==> config.mk <==
export PLATFORM = sky130hd
export DESIGN_NAME = host_bus_width_and_select
export DESIGN_NICKNAME = d
export VERILOG_FILES = /design/src/rtl/host_bus_pkg.sv /design/src/rtl/host_bus_width_and_select.sv /design/src/rtl/pulse_stretch.sv
export SDC_FILE = /design/constraint.sdc
export NUM_CORES = 1
export LEC_CHECK = 0
export BUFFER_PORTS_ARGS = -buffer_cell sky130_fd_sc_hd__buf_4
export CAP_MARGIN = 10
export CORE_MARGIN = 3
export CORE_UTILIZATION = 40
export DETAILED_ROUTE_END_ITERATION = 7
export MAX_ROUTING_LAYER = met4
export PLACE_DENSITY = 0.65
export SLEW_MARGIN = 5
export SYNTH_ARGS = -nofsm -noshare
export SYNTH_HDL_FRONTEND = slang
export SYNTH_HIERARCHICAL = 1
export SYNTH_SLANG_ARGS = --single-unit
==> constraint.sdc <==
create_clock -name clk -period 2.3 [get_ports clk]
set_clock_uncertainty 0.05 [all_clocks]
set_input_delay 0.575 -clock clk [delete_from_list [all_inputs] [get_ports clk]]
set_output_delay 0.575 -clock clk [all_outputs]
set_load 0.01 [all_outputs]
==> src/rtl/host_bus_pkg.sv <==
// Constants shared by the host bus width and select logic.
// Assumes a single 20 MHz clock; no software-visible register map.
package host_bus_pkg;
    // Clock period in nanoseconds
    localparam int CLK_PERIOD_NS = 50;
    // Ready negation length in clock periods: two to three, we hold three
    localparam int RDY_LOW_MIN_CYC = 2;
    localparam int RDY_LOW_CYC = 3;
    // Transmit indicator least pulse width, microseconds
    localparam int TX_IND_MIN_US = 314;
    // Least time rounds up to whole cycles
    localparam int TX_IND_CYC = (TX_IND_MIN_US * 1000 + CLK_PERIOD_NS - 1) / CLK_PERIOD_NS;
    // Configuration byte field positions
    localparam int CFG_WIDE_BIT = 7;
    localparam int CFG_WAIT_BIT = 6;
    // Buffer pointer width and word step
    localparam int PTR_W = 11;
    localparam logic [10:0] PTR_STEP = 11'h002;
    // Default select windows (upper address compare values)
    localparam logic [8:0] MEM_BASE_DEF = 9'h19A;
    localparam logic [13:0] IO_BASE_DEF = 14'h00B8;
    // Ready stretch states
    typedef enum logic [2:0] {
        RDY_IDLE = 3'b001,
        RDY_HOLD = 3'b010,
        RDY_DONE = 3'b100
    } rdy_state_e;
endpackage : host_bus_pkg

==> src/rtl/host_bus_width_and_select.sv <==
// Host bus width detection, 16-bit select decode, ready stretch,
// strobe address capture, I/O pointer stepping and transmit indicator.
// Assumes all host strobes and addresses are synchronous to clk.
// Summary of operation
// RULE_01 - Low sense before config write selects 16-bit
// RULE_02 - Config write overrides sensed width
// RULE_03 - Width bit shows sensed default until written
// RULE_04 - Memory select from raw A19-A11 compare
// RULE_05 - I/O select from raw A15-A2 compare
// RULE_06 - Ready negated two to three clocks
// RULE_07 - Address captured on read/write strobe lead
// RULE_08 - Latch strobe tied high in 8-bit mode
// RULE_09 - I/O data access steps pointer by two; code steps it only while the 16-bit width bit is set
// RULE_10 - Wait bit zero keeps ready asserted
// RULE_11 - Bit 7 is the 16-bit enable
// RULE_12 - Transmit indicator pulse at least 314 us
// RULE_13 - Host avoids odd byte writes in I/O mode
// RULE_14 - Sense synchronised, sticky low flag frozen
module host_bus_width_and_select
    import host_bus_pkg::*;
#(
    parameter logic [8:0] MEM_BASE = MEM_BASE_DEF,
    parameter logic [13:0] IO_BASE = IO_BASE_DEF,
    parameter int TX_CYCLES = TX_IND_CYC
) (
    input wire logic clk,
    input wire logic rst,
    input wire logic bus_size_sense_n,
    input wire logic [19:0] addr,
    input wire logic bale,
    input wire logic aen,
    input wire logic memr_n,
    input wire logic memw_n,
    input wire logic ior_n,
    input wire logic iow_n,
    input wire logic cfg_write,
    input wire logic [7:0] cfg_data,
    input wire logic io_data_access,
    input wire logic internal_access,
    input wire logic tx_start,
    output logic wide_bus_enable_bit,
    output logic wait_enable,
    output logic memcs16_n,
    output logic iocs16_n,
    output logic iochrdy,
    output logic [19:0] latched_addr,
    output logic [PTR_W-1:0] buf_ptr,
    output logic transmit_activity_indicator
);
    // Match of upper memory lines against the window base
    function automatic logic mem_hit(input logic [19:0] a, input logic [8:0] base);
        mem_hit = (a[19:11] == base);
    endfunction : mem_hit

    // Match of I/O lines against the port base
    function automatic logic io_hit(input logic [19:0] a, input logic [13:0] base);
        io_hit = (a[15:2] == base);
    endfunction : io_hit

    // Sense synchroniser; first stage read only by the second
    logic sense_s1;
    logic sense_s2;
    // Sticky low-seen flag and freeze after first config write
    logic low_seen;
    logic next_low_seen;
    logic cfg_written;
    logic next_cfg_written;
    // Software-written width and wait bits
    logic sw_wide;
    logic next_sw_wide;
    logic next_wait_enable;

    // Two-stage synchroniser on the sense input
    always_ff @(posedge clk or posedge rst) begin
        if (rst) begin
            sense_s1 <= 1'b1;
            sense_s2 <= 1'b1;
        end else begin
            sense_s1 <= bus_size_sense_n; // RULE_14
            sense_s2 <= sense_s1;
        end
    end

    // Width detection and configuration next state
    always_comb begin
        next_low_seen = low_seen;
        next_cfg_written = cfg_written;
        next_sw_wide = sw_wide;
        next_wait_enable = wait_enable;
        // Any low seen before the first write sets the flag
        if (!cfg_written && !sense_s2) begin
            next_low_seen = 1'b1; // RULE_01
        end
        if (cfg_write) begin
            next_cfg_written = 1'b1; // RULE_14
            next_sw_wide = cfg_data[CFG_WIDE_BIT]; // RULE_02
            next_wait_enable = cfg_data[CFG_WAIT_BIT];
        end
    end

    // Configuration registers; wait stretching enabled out of reset
    always_ff @(posedge clk or posedge rst) begin
        if (rst) begin
            low_seen <= 1'b0;
            cfg_written <= 1'b0;
            sw_wide <= 1'b0;
            wait_enable <= 1'b1;
        end else begin
            low_seen <= next_low_seen;
            cfg_written <= next_cfg_written;
            sw_wide <= next_sw_wide;
            wait_enable <= next_wait_enable;
        end
    end

    // Bit 7 reflects detection until software writes it
    assign wide_bus_enable_bit = cfg_written ? sw_wide : low_seen; // RULE_03 RULE_11

    // Selects decode the raw address, not the latched copy, so they
    // track the bus without waiting for the latch strobe
    assign memcs16_n = ~(wide_bus_enable_bit & mem_hit(addr, MEM_BASE)); // RULE_04
    assign iocs16_n = ~(wide_bus_enable_bit & ~aen & io_hit(addr, IO_BASE)); // RULE_05

    // Strobe edge detection
    logic memr_d;
    logic memw_d;
    logic ior_d;
    logic iow_d;
    logic mem_lead;
    logic io_lead;
    logic io_trail;
    logic [19:0] next_latched_addr;

    assign mem_lead = (memr_d & ~memr_n) | (memw_d & ~memw_n);
    assign io_lead = (ior_d & ~ior_n) | (iow_d & ~iow_n);
    assign io_trail = (~ior_d & ior_n) | (~iow_d & iow_n);

    // Address capture ignores bale, so a tied-high latch strobe in
    // 8-bit mode still addresses both halves of a split cycle
    always_comb begin
        next_latched_addr = latched_addr;
        if (mem_lead || io_lead) begin
            next_latched_addr = addr; // RULE_07 RULE_08
        end
    end

    // Strobe history and latched address
    always_ff @(posedge clk or posedge rst) begin
        if (rst) begin
            memr_d <= 1'b1;
            memw_d <= 1'b1;
            ior_d <= 1'b1;
            iow_d <= 1'b1;
            latched_addr <= 20'h00000;
        end else begin
            memr_d <= memr_n;
            memw_d <= memw_n;
            ior_d <= ior_n;
            iow_d <= iow_n;
            latched_addr <= next_latched_addr;
        end
    end

    // Buffer pointer steps by two after each I/O data word access
    logic [PTR_W-1:0] next_buf_ptr;
    always_comb begin
        next_buf_ptr = buf_ptr;
        if (io_trail && io_data_access && wide_bus_enable_bit) begin
            next_buf_ptr = buf_ptr + PTR_STEP; // RULE_09
        end
    end

    // Pointer register
    always_ff @(posedge clk or posedge rst) begin
        if (rst) begin
            buf_ptr <= '0;
        end else begin
            buf_ptr <= next_buf_ptr;
        end
    end

    // Ready stretch machine
    rdy_state_e rdy_state;
    rdy_state_e next_rdy_state;
    logic [1:0] rdy_cnt;
    logic [1:0] next_rdy_cnt;
    logic access_start;

    assign access_start = (mem_lead | io_lead) & internal_access;

    // Negation lasts RDY_LOW_CYC clocks, inside the two-to-three span
    always_comb begin
        next_rdy_state = rdy_state;
        next_rdy_cnt = rdy_cnt;
        case (rdy_state)
            RDY_IDLE: begin
                // Wait bit cleared means no negation at all
                if (access_start && wait_enable) begin // RULE_10
                    next_rdy_state = RDY_HOLD;
                    next_rdy_cnt = 2'(RDY_LOW_CYC - 1);
                end
            end
            RDY_HOLD: begin
                if (rdy_cnt == 2'h0) begin
                    next_rdy_state = RDY_DONE; // RULE_06
                end else begin
                    next_rdy_cnt = rdy_cnt - 2'h1;
                end
            end
            RDY_DONE: begin
                // Wait for the strobes to end before rearming
                if (memr_n && memw_n && ior_n && iow_n) begin
                    next_rdy_state = RDY_IDLE;
                end
            end
            default: begin
                next_rdy_state = RDY_IDLE;
            end
        endcase
    end

    // Ready state register
    always_ff @(posedge clk or posedge rst) begin
        if (rst) begin
            rdy_state <= RDY_IDLE;
            rdy_cnt <= 2'h0;
        end else begin
            rdy_state <= next_rdy_state;
            rdy_cnt <= next_rdy_cnt;
        end
    end

    // Ready low exactly while holding
    assign iochrdy = (rdy_state != RDY_HOLD); // RULE_06

    // Transmit indicator stretcher
    pulse_stretch #(
        .CYCLES(TX_CYCLES)
    ) u_tx_ind (
        .clk(clk),
        .rst(rst),
        .trigger(tx_start),
        .pulse_n(transmit_activity_indicator)
    );
endmodule : host_bus_width_and_select

==> src/rtl/pulse_stretch.sv <==
// Stretches a one-cycle trigger into an active-low pulse of fixed least length.
// Assumes trigger is synchronous to clk.
module pulse_stretch
    import host_bus_pkg::*;
#(
    parameter int CYCLES = TX_IND_CYC
) (
    input wire logic clk,
    input wire logic rst,
    input wire logic trigger,
    output logic pulse_n
);
    // Remaining cycles of the pulse
    logic [19:0] count;
    logic [19:0] next_count;

    // Retrigger restarts the full length so no pulse is ever short
    always_comb begin
        next_count = count;
        if (trigger) begin
            next_count = 20'(CYCLES);
        end else if (count != 20'h00000) begin
            next_count = count - 20'h00001;
        end
    end

    // Count register
    always_ff @(posedge clk or posedge rst) begin
        if (rst) begin
            count <= 20'h00000;
        end else begin
            count <= next_count;
        end
    end

    // Output from a flip-flop so it carries no glitch
    always_ff @(posedge clk or posedge rst) begin
        if (rst) begin
            pulse_n <= 1'b1;
        end else begin
            pulse_n <= (next_count == 20'h00000); // RULE_12
        end
    end
endmodule : pulse_stretch

### Yosys cells after proc, flatten, opt, wreduce, memory -nomap -nowiden

Cells that the tools add are included.

| word-level totals | value |
|---|---|
| output and inout port bits | 37 |
| flip-flop bits (word level) | 67 |
| input bits | 41 |

| cells by class | value |
|---|---|
| multiplexer cells | 10 |
| reduce and logical (&&, ||, !) cells | 16 |
| add/subtract/negate cells | 3 |
| bitwise logic cells | 23 |
| eq/ne operators | 10 |

Operator list:

| kind | count |
|---|---|
| $mux W20 | 2 |
| $logic_not A20 Y1 | 1 |
| $reduce_bool A20 Y1 | 1 |
| $sub A20 B1 Y20 const B | 1 |
| $eq A14 B8 Y1 const B | 1 |
| $add A11 B2 Y11 const B | 1 |
| $and A1 B1 Y1 | 10 |
| $eq A9 B9 Y1 const B | 1 |
| $mux W3 | 3 |
| $not A1 Y1 | 9 |
| $pmux W3 S3 | 1 |
| $ne A2 B2 Y1 const B | 4 |
| $logic_and A1 B1 Y1 | 7 |
| $reduce_and A3 Y1 | 2 |
| $mux W2 | 2 |
| $or A1 B1 Y1 | 4 |
| $pmux W2 S2 | 1 |
| $eq A3 B1 Y1 const B | 1 |
| $eq A3 B2 Y1 const B | 1 |
| $eq A3 B3 Y1 const B | 1 |
| $ne A3 B2 Y1 const B | 1 |
| $logic_not A1 Y1 | 2 |
| $logic_not A2 Y1 | 1 |
| $reduce_bool A2 Y1 | 1 |
| 3 further kinds | 3 |

### Depth between registers and ports, before layout

Gate-level depths: netlist of run 1.

| depth | value |
|---|---|
| depth after elaboration | 8 |
| depth in mapped cells | 8 |

### Cells and area by module

Netlist of run 1, hierarchy kept.

Modules (own cells, without submodules):

| module | instances | cells each | area an instance (µm²) |
|---|---|---|---|
| host_bus_width_and_select | 1 | 149 | 1,938.1 |
| pulse_stretch | 1 | 129 | 1,260.0 |

### Worst setup path before layout of run 1

No wires, ideal clock.

| timing | value |
|---|---|
| kind | flip-flop to flip-flop |
| from | register u_tx_ind.count[0] |
| to | register u_tx_ind.pulse_n |
| setup time | 0.090 ns |
| setup slack | -0.052 ns |
| cell stages (with the launch flop) | 9 |
| period minus slack after synthesis | 2.352 ns |
| arrival | 2.212 ns |
| required time | 2.160 ns |
| path through | dfrtp_1 > inv_1 > ha_1 > nor4b_2 > and4_4 > or4b_1 > xnor2_1 > a2111o_1 > nor4_2 |

| between the ends | value |
|---|---|
| word-level cells in the longest chain between the ends | 4 |
| elaborated cells between the ends (all ways) | 5 |
| those cells by class | add/sub: 1; mux: 2; reduce/logical: 2 |

RTL lines:

| what | line | source |
|---|---|---|
| from (decl) | pulse_stretch.sv:14 | `logic [19:0] count;` |
| from (signal assigned) | pulse_stretch.sv:32 | `count <= next_count;` |
| $sub A20 B1 Y20 / $reduce_bool A20 Y1 (equally long branches) | pulse_stretch.sv:23, pulse_stretch.sv:22 |  |
| $mux W20 (*) | pulse_stretch.sv:22 | `end else if (count != 20'h00000) begin` |
| $mux W20 (*) | pulse_stretch.sv:20 | `if (trigger) begin` |
| $logic_not A20 Y1 (*) | pulse_stretch.sv:41 | `pulse_n <= (next_count == 20'h00000);` |
| to (signal assigned) | pulse_stretch.sv:41 |  |
| to (decl) | pulse_stretch.sv:11 | `output logic pulse_n` |

Mark *: on every way between the ends. The rest lies on a longest branch, timed or not.
A chain may end at the register's enable or synchronous reset.

### Worst setup path after layout of run 1

Ends and elaborated chain as after synthesis.

==> out/qor.yml, run 1 <==
period_share_pct: 105.8
yosysWarnings: 6
syn_area_sq_mm: 0.003198
cts_made_buffers: 9
min_period_ns: 2.433
core_region_area_sq_mm: 0.007486
rows: 31
crit_type: "flop to flop"
insertedDiodeCount: 0
port_buffers: 69
fin_nets: 434
dpl_cell_area_sq_mm: 0.004051
endpoint_kind: "flop"
grt_overflow: 0
seq_power_share_pct: 46.2
grt.total_usage_pct: 16.91
worst_slack_ns: -0.1335
timing.rr.end: "u_tx_ind/pulse_n$_DFF_PP1_"
hp-class: "input port to asynchronous set/reset pin"
synth_flop_cell: "dfrtp_1"
die_h_microns: 95.42
ys_top_cells_by_count: "dfrtp_1 (57), mux2_2 (23), nor2_1 (21)"
yosysTopAreaCellShare_pct: 44.60
ios: 78
drt-initial-drc-count: 81
status: "finished, violations left"
synth_adder_area_share_pct: 1.565
comb_power_share_pct: 21.0
setup_violations: 1
cts_tree: "built"
wirelength_microns: 7292
drive_gt1_share_pct: 43.91
power_density_mw_per_mm2: 698.9
drt-vias-per-instance: 5.146
yosysSeqAreaShare_pct: 52.00
path_max_fanout: 5
leakage_nw: 1.953
place_congestion: 0.8554
p_sw_w: 0.0008820
synth-edff-count: 0
die_w_microns: 95.42
hold_slack_ns: 0.1102
rr_worst_depth: 8
grt_antenna_before_repair: 0
synth-xor-area-share_pct: 5.203
cts-htree-levels: 3
nFillCells: 634
clkPwrFrac_pct: 32.8
intPower_w: 0.002134
ys_types: 56
cts_sinks: 66
crit_required_ns: 2.51
grt_pass1_wl_microns: 11450
switching_share_pct: 29.24
grt_max_degree: 38
violations: "negative setup slack"
ant_nets: 0
rrSetupSlack_ns: -0.13
critPathArrivalTime_ns: 2.64
fin_tns_setup_ns: -0.1335
cts-root-buf: "clkbuf_8"
die-area_sq_mm: 0.009104
vias: 2537
wl_per_cell_microns: 14.79
grt_pass1_vias: 2389
syn_inst: 278
area_delta_synth_final_pct: 34.94
dp_cells: 472
clkTransAtPathRegs_ns: 0.09
synth_top_cell_by_area: "dfrtp_1"
cts_buffer_depth: 2
startpoint_type: "flop"
ys_ff_latch: 66
maxCapViolCount: 0
slew_violations: 0
synth-compound-area-share_pct: 7.121
ir_drop_mv: 0.2735
start_util_pct: 42.72
ys_async_sr_fraction_pct: 100.0
cts_hold_buffers: 0
synth_top_family_by_area: "simple AND/OR/NAND/NOR gates"
grt_setup_unrepaired: "true"
stdcell_area_sq_mm: 0.004315
synth_nets: 323
hold_viol_final: 0
synth_mux_area_share_pct: 9.507
reg2reg_from: "u_tx_ind/count[0]$_DFF_PP0_"
pre_cts_slack_ns: -0.1562
clock_latency_ns: 0.35
netlist_top_cells_area: "dfrtp_1 (45%), mux2_2 (8.1%), dfstp_2 (7.4%)"
firstDrtPassIters: 4
yosysMostFrequentCell: "dfrtp_1"
fin_cells: 493
synth_area_per_cell_sq_um: 11.50
synthSimpleGateAreaFrac_pct: 21.91
dp_hpwl_microns: 5412
max_freq_mhz: 410.9
drc_errors: 0
==> metal layers <==
metal	vias to the layer above	share of wire, %	GRT usage (%)
li1	1224	-	-
met1	1219	44	21.37
met2	83	46	25.95
met3	11	8.0	4.183
met4	0	1.5	7.227
met5	-	0	-
==> repair_timing <==
| item | CTS | global route |
|---|---|---|
| endpoints found under the setup margin | 3 | 4 |
| pin swaps | 1 | 1 |
| buffers inserted | 3 | 2 |
| cloned | 0 | 0 |
| resized for setup | 5 | 2 |
==> worst max-delay path, stage by stage, from the launching register on <==
cell and delay (ns):
dfrtp_1 0.40, inv_2 0.06, ha_1 0.20, nor4b_2 0.17, and4_4 0.21, or4b_4 0.52
xnor2_1 0.16, a2111o_1 0.40, nor4_2 0.16
==> cells in the final DEF, fill, tap and decap left out, types with 4 or more instances in the layout <==
cell type   netlist  final
nor2_1           21     20
buf_4             1    103
clkbuf_8          0      9
nor4_2            4      4
xnor2_1           7      7
xor2_1           12     12
nand3_1           6      6
clkinvlp_4        0      4
mux2_2           23     22
inv_1            12     10
nand4_1           5      5
a21oi_1           9      9
nor3_1           14     14
ha_1              4      4
mux2_1            4      4
o21ai_0           4      4
dfstp_2           9      9
dfrtp_1          57     57
nand2_1          16     14
nor2b_1           9      9
==> area by class of cell <==
class	instances	area (sq um)	area share, %
clock inverters	7	77.57	1.798
well taps	99	123.9	2.870
flip-flops and latches	66	1663	38.53
inverters	12	45.04	1.044
repair buffers	105	804.5	18.64
multi-input cells	195	1478	34.24
clock buffers	9	123.9	2.870
==> state kept, by name, summed over array words and instances, names as in the netlist <==
| name | flops |
|---|---|
| buf_ptr | 10 |
| latched_addr | 20 |
| iow_d | 1 |
| u_tx_ind/count | 20 |
| sense_s2 | 1 |
| u_tx_ind/pulse_n | 1 |
| sense_s1 | 1 |
| sw_wide | 1 |
| low_seen | 1 |
| wait_enable | 1 |
| memr_d | 1 |
| ior_d | 1 |
| memw_d | 1 |
| rdy_cnt | 2 |
| cfg_written | 1 |
| rdy_state | 3 |
==> metrics by stage <==
stage / utilization [%] / power (W)
3_5_place_dp: 54.12 / 0.002040
5_1_grt: 57.65 / 0.003175
2_1_floorplan: - / 0.001733
6_report: 57.65 / 0.003016
4_1_cts: 57.33 / 0.003036
3_3_place_gp: 54.12 / 0.002026
==> power by group through the flow <==
stage / clock (W) / combinational, W / sequential, W
finish: 0.000990 / 0.000633 / 0.00139
detailed placement: 0 / 0.000624 / 0.00142
CTS: 0.00101 / 0.000634 / 0.00139
floorplan: 0 / 0.000299 / 0.00143
global placement: 0 / 0.000617 / 0.00141
global route: 0.00107 / 0.000695 / 0.00141
==> how the worst max path moves through the flow <==
stage	startpoint	to	slack [ns]
after floorplan	u_tx_ind/count[0]$_DFF_PP0_	u_tx_ind/pulse_n$_DFF_PP1_	0.02
after global placement	u_tx_ind/count[0]$_DFF_PP0_	u_tx_ind/pulse_n$_DFF_PP1_	-0.09
after detailed placement	u_tx_ind/count[0]$_DFF_PP0_	u_tx_ind/pulse_n$_DFF_PP1_	-0.16
after CTS	u_tx_ind/count[1]$_DFF_PP0_	u_tx_ind/pulse_n$_DFF_PP1_	-0.16
after global routing	u_tx_ind/count[1]$_DFF_PP0_	u_tx_ind/pulse_n$_DFF_PP1_	-0.24
final	u_tx_ind/count[0]$_DFF_PP0_	u_tx_ind/pulse_n$_DFF_PP1_	-0.13
==> cell families (layout without fill, tap and decap cells) <==
logic type / after synthesis / in the layout
other cells: 1 / 1
xor+xnor: 19 / 19
mux: 27 / 27
flops: 66 / 66
simple gates: 114 / 114
compound gates: 30 / 30
buf+inv: 17 / 133
fa+ha+maj: 4 / 4
Power figures use the tool's default switching activity.
==> run 2, diff against run 1 <==
REMOVE_ABC_BUFFERS = 1   (was unset)
==> run 2 against run 1 <==
  * The flow still finishes with violations (negative setup slack)
  * Non-clock buffer count rose by 2
  * Critical path depth unchanged
  * Sequential share of layout area fell by 0.86 points
  * Maximum frequency up 3.0%
  * First-iteration DRC count fell by 3.7%
  * Die area is the same
==> out/qor.yml, run 2 (synthesis gave the netlist of run 1 again) <==
stdcell_area_sq_mm: 0.004417
grt_pass1_wl_microns: 11810
switching_share_pct: 28.54
status: "finished, violations left"
dp_hpwl_microns: 5435
seq_power_share_pct: 44.3
insertedDiodeCount: 0
cts_sinks: 66
cts_tree: "built"
hold_slack_ns: 0.07471
drive_gt1_share_pct: 46.46
startpoint_type: "flop"
port_buffers: 69
leakage_nw: 2.005
maxCapViolCount: 0
max_freq_mhz: 423.4
drt-vias-per-instance: 5.143
grt_overflow: 0
nFillCells: 624
crit_required_ns: 2.50
slew_violations: 0
violations: "negative setup slack"
area_delta_synth_final_pct: 38.11
ir_drop_mv: 0.3812
cts-htree-levels: 3
die_w_microns: 95.42
place_congestion: 0.8674
final_common_cell: "buf_4"
worst_slack_ns: -0.06204
power.total_w: 0.003154
pre_cts_slack_ns: -0.1370
die_h_microns: 95.42
period_share_pct: 102.7
final_cell_mix: "buf_4 (106), dfrtp_1 (56), mux2_2 (22)"
min_period_ns: 2.362
ant_nets: 0
firstDrtPassIters: 4
p_sw_w: 0.0009000
hold_viol_final: 0
vias: 2546
rows: 31
crit_type: "flop to flop"
cts_buffer_depth: 2
cts_made_buffers: 9
core_region_area_sq_mm: 0.007486
endpoint_kind: "flop"
comb_power_share_pct: 20.6
clock_latency_ns: 0.34
grt_antenna_before_repair: 0
intPower_w: 0.002254
grt_setup_unrepaired: "true"
cts-root-buf: "clkbuf_8"
fin_nets: 436
path_max_fanout: 5
clkTransAtPathRegs_ns: 0.08
ios: 78
grt_max_degree: 41
clkPwrFrac_pct: 35.0
die-area_sq_mm: 0.009104
grt_pass1_vias: 2496
start_util_pct: 42.72
dpl_cell_area_sq_mm: 0.004058
hp-class: "input port to asynchronous set/reset pin"
wl_per_cell_microns: 14.80
grt.total_usage_pct: 17.14
wirelength_microns: 7325
drt-initial-drc-count: 78
critPathArrivalTime_ns: 2.56
top_regs: "latched_addr x20, u_tx_ind/count x20, buf_ptr x10"
setup_violations: 1
power_density_mw_per_mm2: 714.1
drc_errors: 0
## run 2: power groups by stage
stage / clock, W / sequential (W) / combinational, W
2_1_floorplan: 0 / 0.00143 / 0.000287
3_3_place_gp: 0 / 0.00140 / 0.000619
3_5_place_dp: 0 / 0.00141 / 0.000632
4_1_cts: 0.00113 / 0.00139 / 0.000639
5_1_grt: 0.00119 / 0.00142 / 0.000719
6_report: 0.00111 / 0.00140 / 0.000651
## run 2: per-layer routing
metal | up-vias | wire, microns | global-route usage, %
met1 | 1245 | 3242 | 22.09
met4 | 0 | 67 | 5.806
met5 | - | 0 | -
met2 | 77 | 3478 | 26.65
met3 | 4 | 536 | 4.104
li1 | 1220 | - | -
## run 2: final timing paths
kind,from,cells after the start,end,slack (ns)
setup reg to reg,u_tx_ind/count[1]$_DFF_PP0_,8,u_tx_ind/pulse_n$_DFF_PP1_,-0.06
hold reg to reg,sense_s1$_DFF_PP1_,0,sense_s2$_DFF_PP1_,0.31
hold / removal,rst,2,buf_ptr[6]$_DFFE_PP0P_,0.07
max in group asynchronous,rst,3,memw_d$_DFF_PP1_,1.41
setup / recovery,u_tx_ind/count[1]$_DFF_PP0_,8,u_tx_ind/pulse_n$_DFF_PP1_,-0.06
min in group clk,bus_size_sense_n,1,sense_s1$_DFF_PP1_,0.29
## run 2: through the flow
step                setup TNS [ns]  util (%)  cells
detailed placement         -0.1370     54.20    475
global route               -0.2385     59.00    495
CTS                        -0.1409     57.66    494
finish                    -0.06204     59.00    495
floorplan                 -0.05228         -    273
global placement           -0.1403     54.20    475
## run 2: area by class of cell
type	count	area, sq um	share of cell area [%]
Clock buffer	9	123.9	2.805
Clock inverter	7	100.1	2.266
Inverter	12	45.04	1.020
Multi-Input combinational cell	195	1553	35.16
Sequential cell	66	1664	37.68
Tap cell	99	123.9	2.805
Timing Repair Buffer	107	807.0	18.27
## run 2: timing repair
action / in CTS / in global routing
pin swaps: 2 / 3
hold buffers: 0 / 0
buffers inserted: 3 / 1
resized for setup: 3 / 21
gates cloned: 0 / 0
endpoints found under the setup margin: 3 / 5
## run 2: critical path: stages, from the launching register on
cell and delay [ns]:
dfrtp_1 0.43, inv_2 0.08, ha_1 0.15, nor4b_4 0.23
and4_4 0.30, nor4_1 0.06, or3b_4 0.38, a2111o_1 0.42
nor4_2 0.15
==> run 3, diff against run 2 <==
CTS_BUF_LIST = sky130_fd_sc_hd__clkbuf_8   (was unset)
PLACE_DENSITY = 0.76   (was 0.65)
==> run 3 against run 2 <==
  * The flow still finishes with violations (negative setup slack)
  * Critical path depth grew 1
  * Power down 1.8%
  * First-iteration DRC count rose by 26%
  * Maximum frequency decreased by 1.3%
  * Sequential share of layout area decreased by 0.16 points
  * Largest cell class unchanged
  * Via count decreased by 0.20%
  * Global-route usage down 0.14 points
==> out/qor.yml, run 3 (synthesis gave the netlist of run 1 again) <==
max_freq_mhz: 417.9
crit_required_ns: 2.50
critPathArrivalTime_ns: 2.59
period_share_pct: 104.0
start_util_pct: 42.72
cts_buffer_depth: 2
grt_setup_unrepaired: "true"
final_common_cell: "buf_4"
grt_antenna_before_repair: 0
regArea_sq_mm: 0.001663
fin_nets: 438
grt_pass1_wl_microns: 11710
min_period_ns: 2.393
ant_nets: 0
insertedDiodeCount: 0
hp-class: "input port to asynchronous set/reset pin"
die-area_sq_mm: 0.009104
pre_cts_slack_ns: -0.1429
utilization_pct: 59.20
hold_viol_final: 0
drt-vias-per-instance: 5.113
cts_made_buffers: 9
die_w_microns: 95.42
ios: 78
violations: "negative setup slack"
port_buffers: 69
cts-htree-levels: 3
wirelength_microns: 7178
maxCapViolCount: 0
top_regs: "latched_addr x20, u_tx_ind/count x20, buf_ptr x10"
slew_violations: 0
setup_violations: 2
firstDrtPassIters: 4
crit_type: "flop to flop"
dpl_cell_area_sq_mm: 0.004105
endpoint_kind: "flop"
grt.total_usage_pct: 17.00
power_density_mw_per_mm2: 699.1
worst_slack_ns: -0.09269
drt-initial-drc-count: 98
die_h_microns: 95.42
path_max_fanout: 4
core_region_area_sq_mm: 0.007486
dp_hpwl_microns: 5391
rows: 31
grt_pass1_vias: 2534
drc_errors: 0
vias: 2541
clock_latency_ns: 0.35
stdcell_area_sq_mm: 0.004432
wl_per_cell_microns: 14.44
status: "finished, violations left"
leakage_nw: 2.026
final_cell_mix: "buf_4 (106), dfrtp_1 (57), mux2_2 (22)"
grt_overflow: 0
cts-root-buf: "clkbuf_8"
nFillCells: 620
cts_tree: "built"
cts_sinks: 66
area_delta_synth_final_pct: 38.58
ir_drop_mv: 0.3772
multiInputGateArea_sq_mm: 0.001535
startpoint_type: "flop"
grt_max_degree: 39
clkTransAtPathRegs_ns: 0.08
drive_gt1_share_pct: 44.97
place_congestion: 0.9119
## run 3: per-stage QoR
step	power, W	setup TNS [ns]	instances	hold slack (ns)
after global routing	0.003275	-0.3313	497	0.09081
after CTS	0.003137	-0.1151	497	0.08445
final	0.003098	-0.09835	497	0.09903
after detailed placement	0.002045	-0.2850	478	0.2968
after floorplan	0.001721	-0.05228	273	0.2952
after global placement	0.002023	-0.3474	478	0.2968
## run 3: power breakdown
part	switching (W)	leakage (nW)	internal [W]	total, W
sequential	0.000112	0.798	0.00129	0.00140
clock	0.000443	0.111	0.000609	0.00105
combinational	0.000295	1.12	0.000352	0.000647
## run 3: repair_timing
action,in CTS,in global routing
setup buffers,3,0
pin swaps,3,2
gates resized for setup,12,5
hold buffers,0,0
endpoints found under the setup margin,4,4
## run 3: per-layer routing
metal | share of wire, % | global-route usage (%)
met5 | 0 | -
met4 | 0.65 | 3.910
met3 | 6.6 | 5.446
met2 | 50 | 28.05
met1 | 43 | 20.40
## run 3: cell type report
cell class	count	area share, %
Sequential cell	66	37.52
Multi-Input combinational cell	195	34.64
Timing Repair Buffer	109	19.11
Clock buffer	9	2.795
Tap cell	99	2.795
Clock inverter	7	2.117
Inverter	12	1.016
## run 3: critical path: stages, from the launching register on
cell and delay (ns):
dfrtp_1 0.41, inv_1 0.09, ha_2 0.18, nor4b_4 0.24
and4_4 0.29, buf_4 0.12, nor3_1 0.04, mux2_1 0.34
a2111o_1 0.39, nor4_2 0.15
## run 3: path summary, 6_finish.rpt
check	from	end	slack (ns)	cells after the start
worst max register to register	u_tx_ind/count[1]$_DFF_PP0_	u_tx_ind/pulse_n$_DFF_PP1_	-0.09	9
worst min-delay path	rst	buf_ptr[1]$_DFFE_PP0P_	0.1	2
worst max-delay path	u_tx_ind/count[1]$_DFF_PP0_	u_tx_ind/pulse_n$_DFF_PP1_	-0.09	9
worst min register to register	sense_s1$_DFF_PP1_	sense_s2$_DFF_PP1_	0.30	0
min in group clk	bus_size_sense_n	sense_s1$_DFF_PP1_	0.29	1
max in group asynchronous	rst	sense_s1$_DFF_PP1_	1.57	3
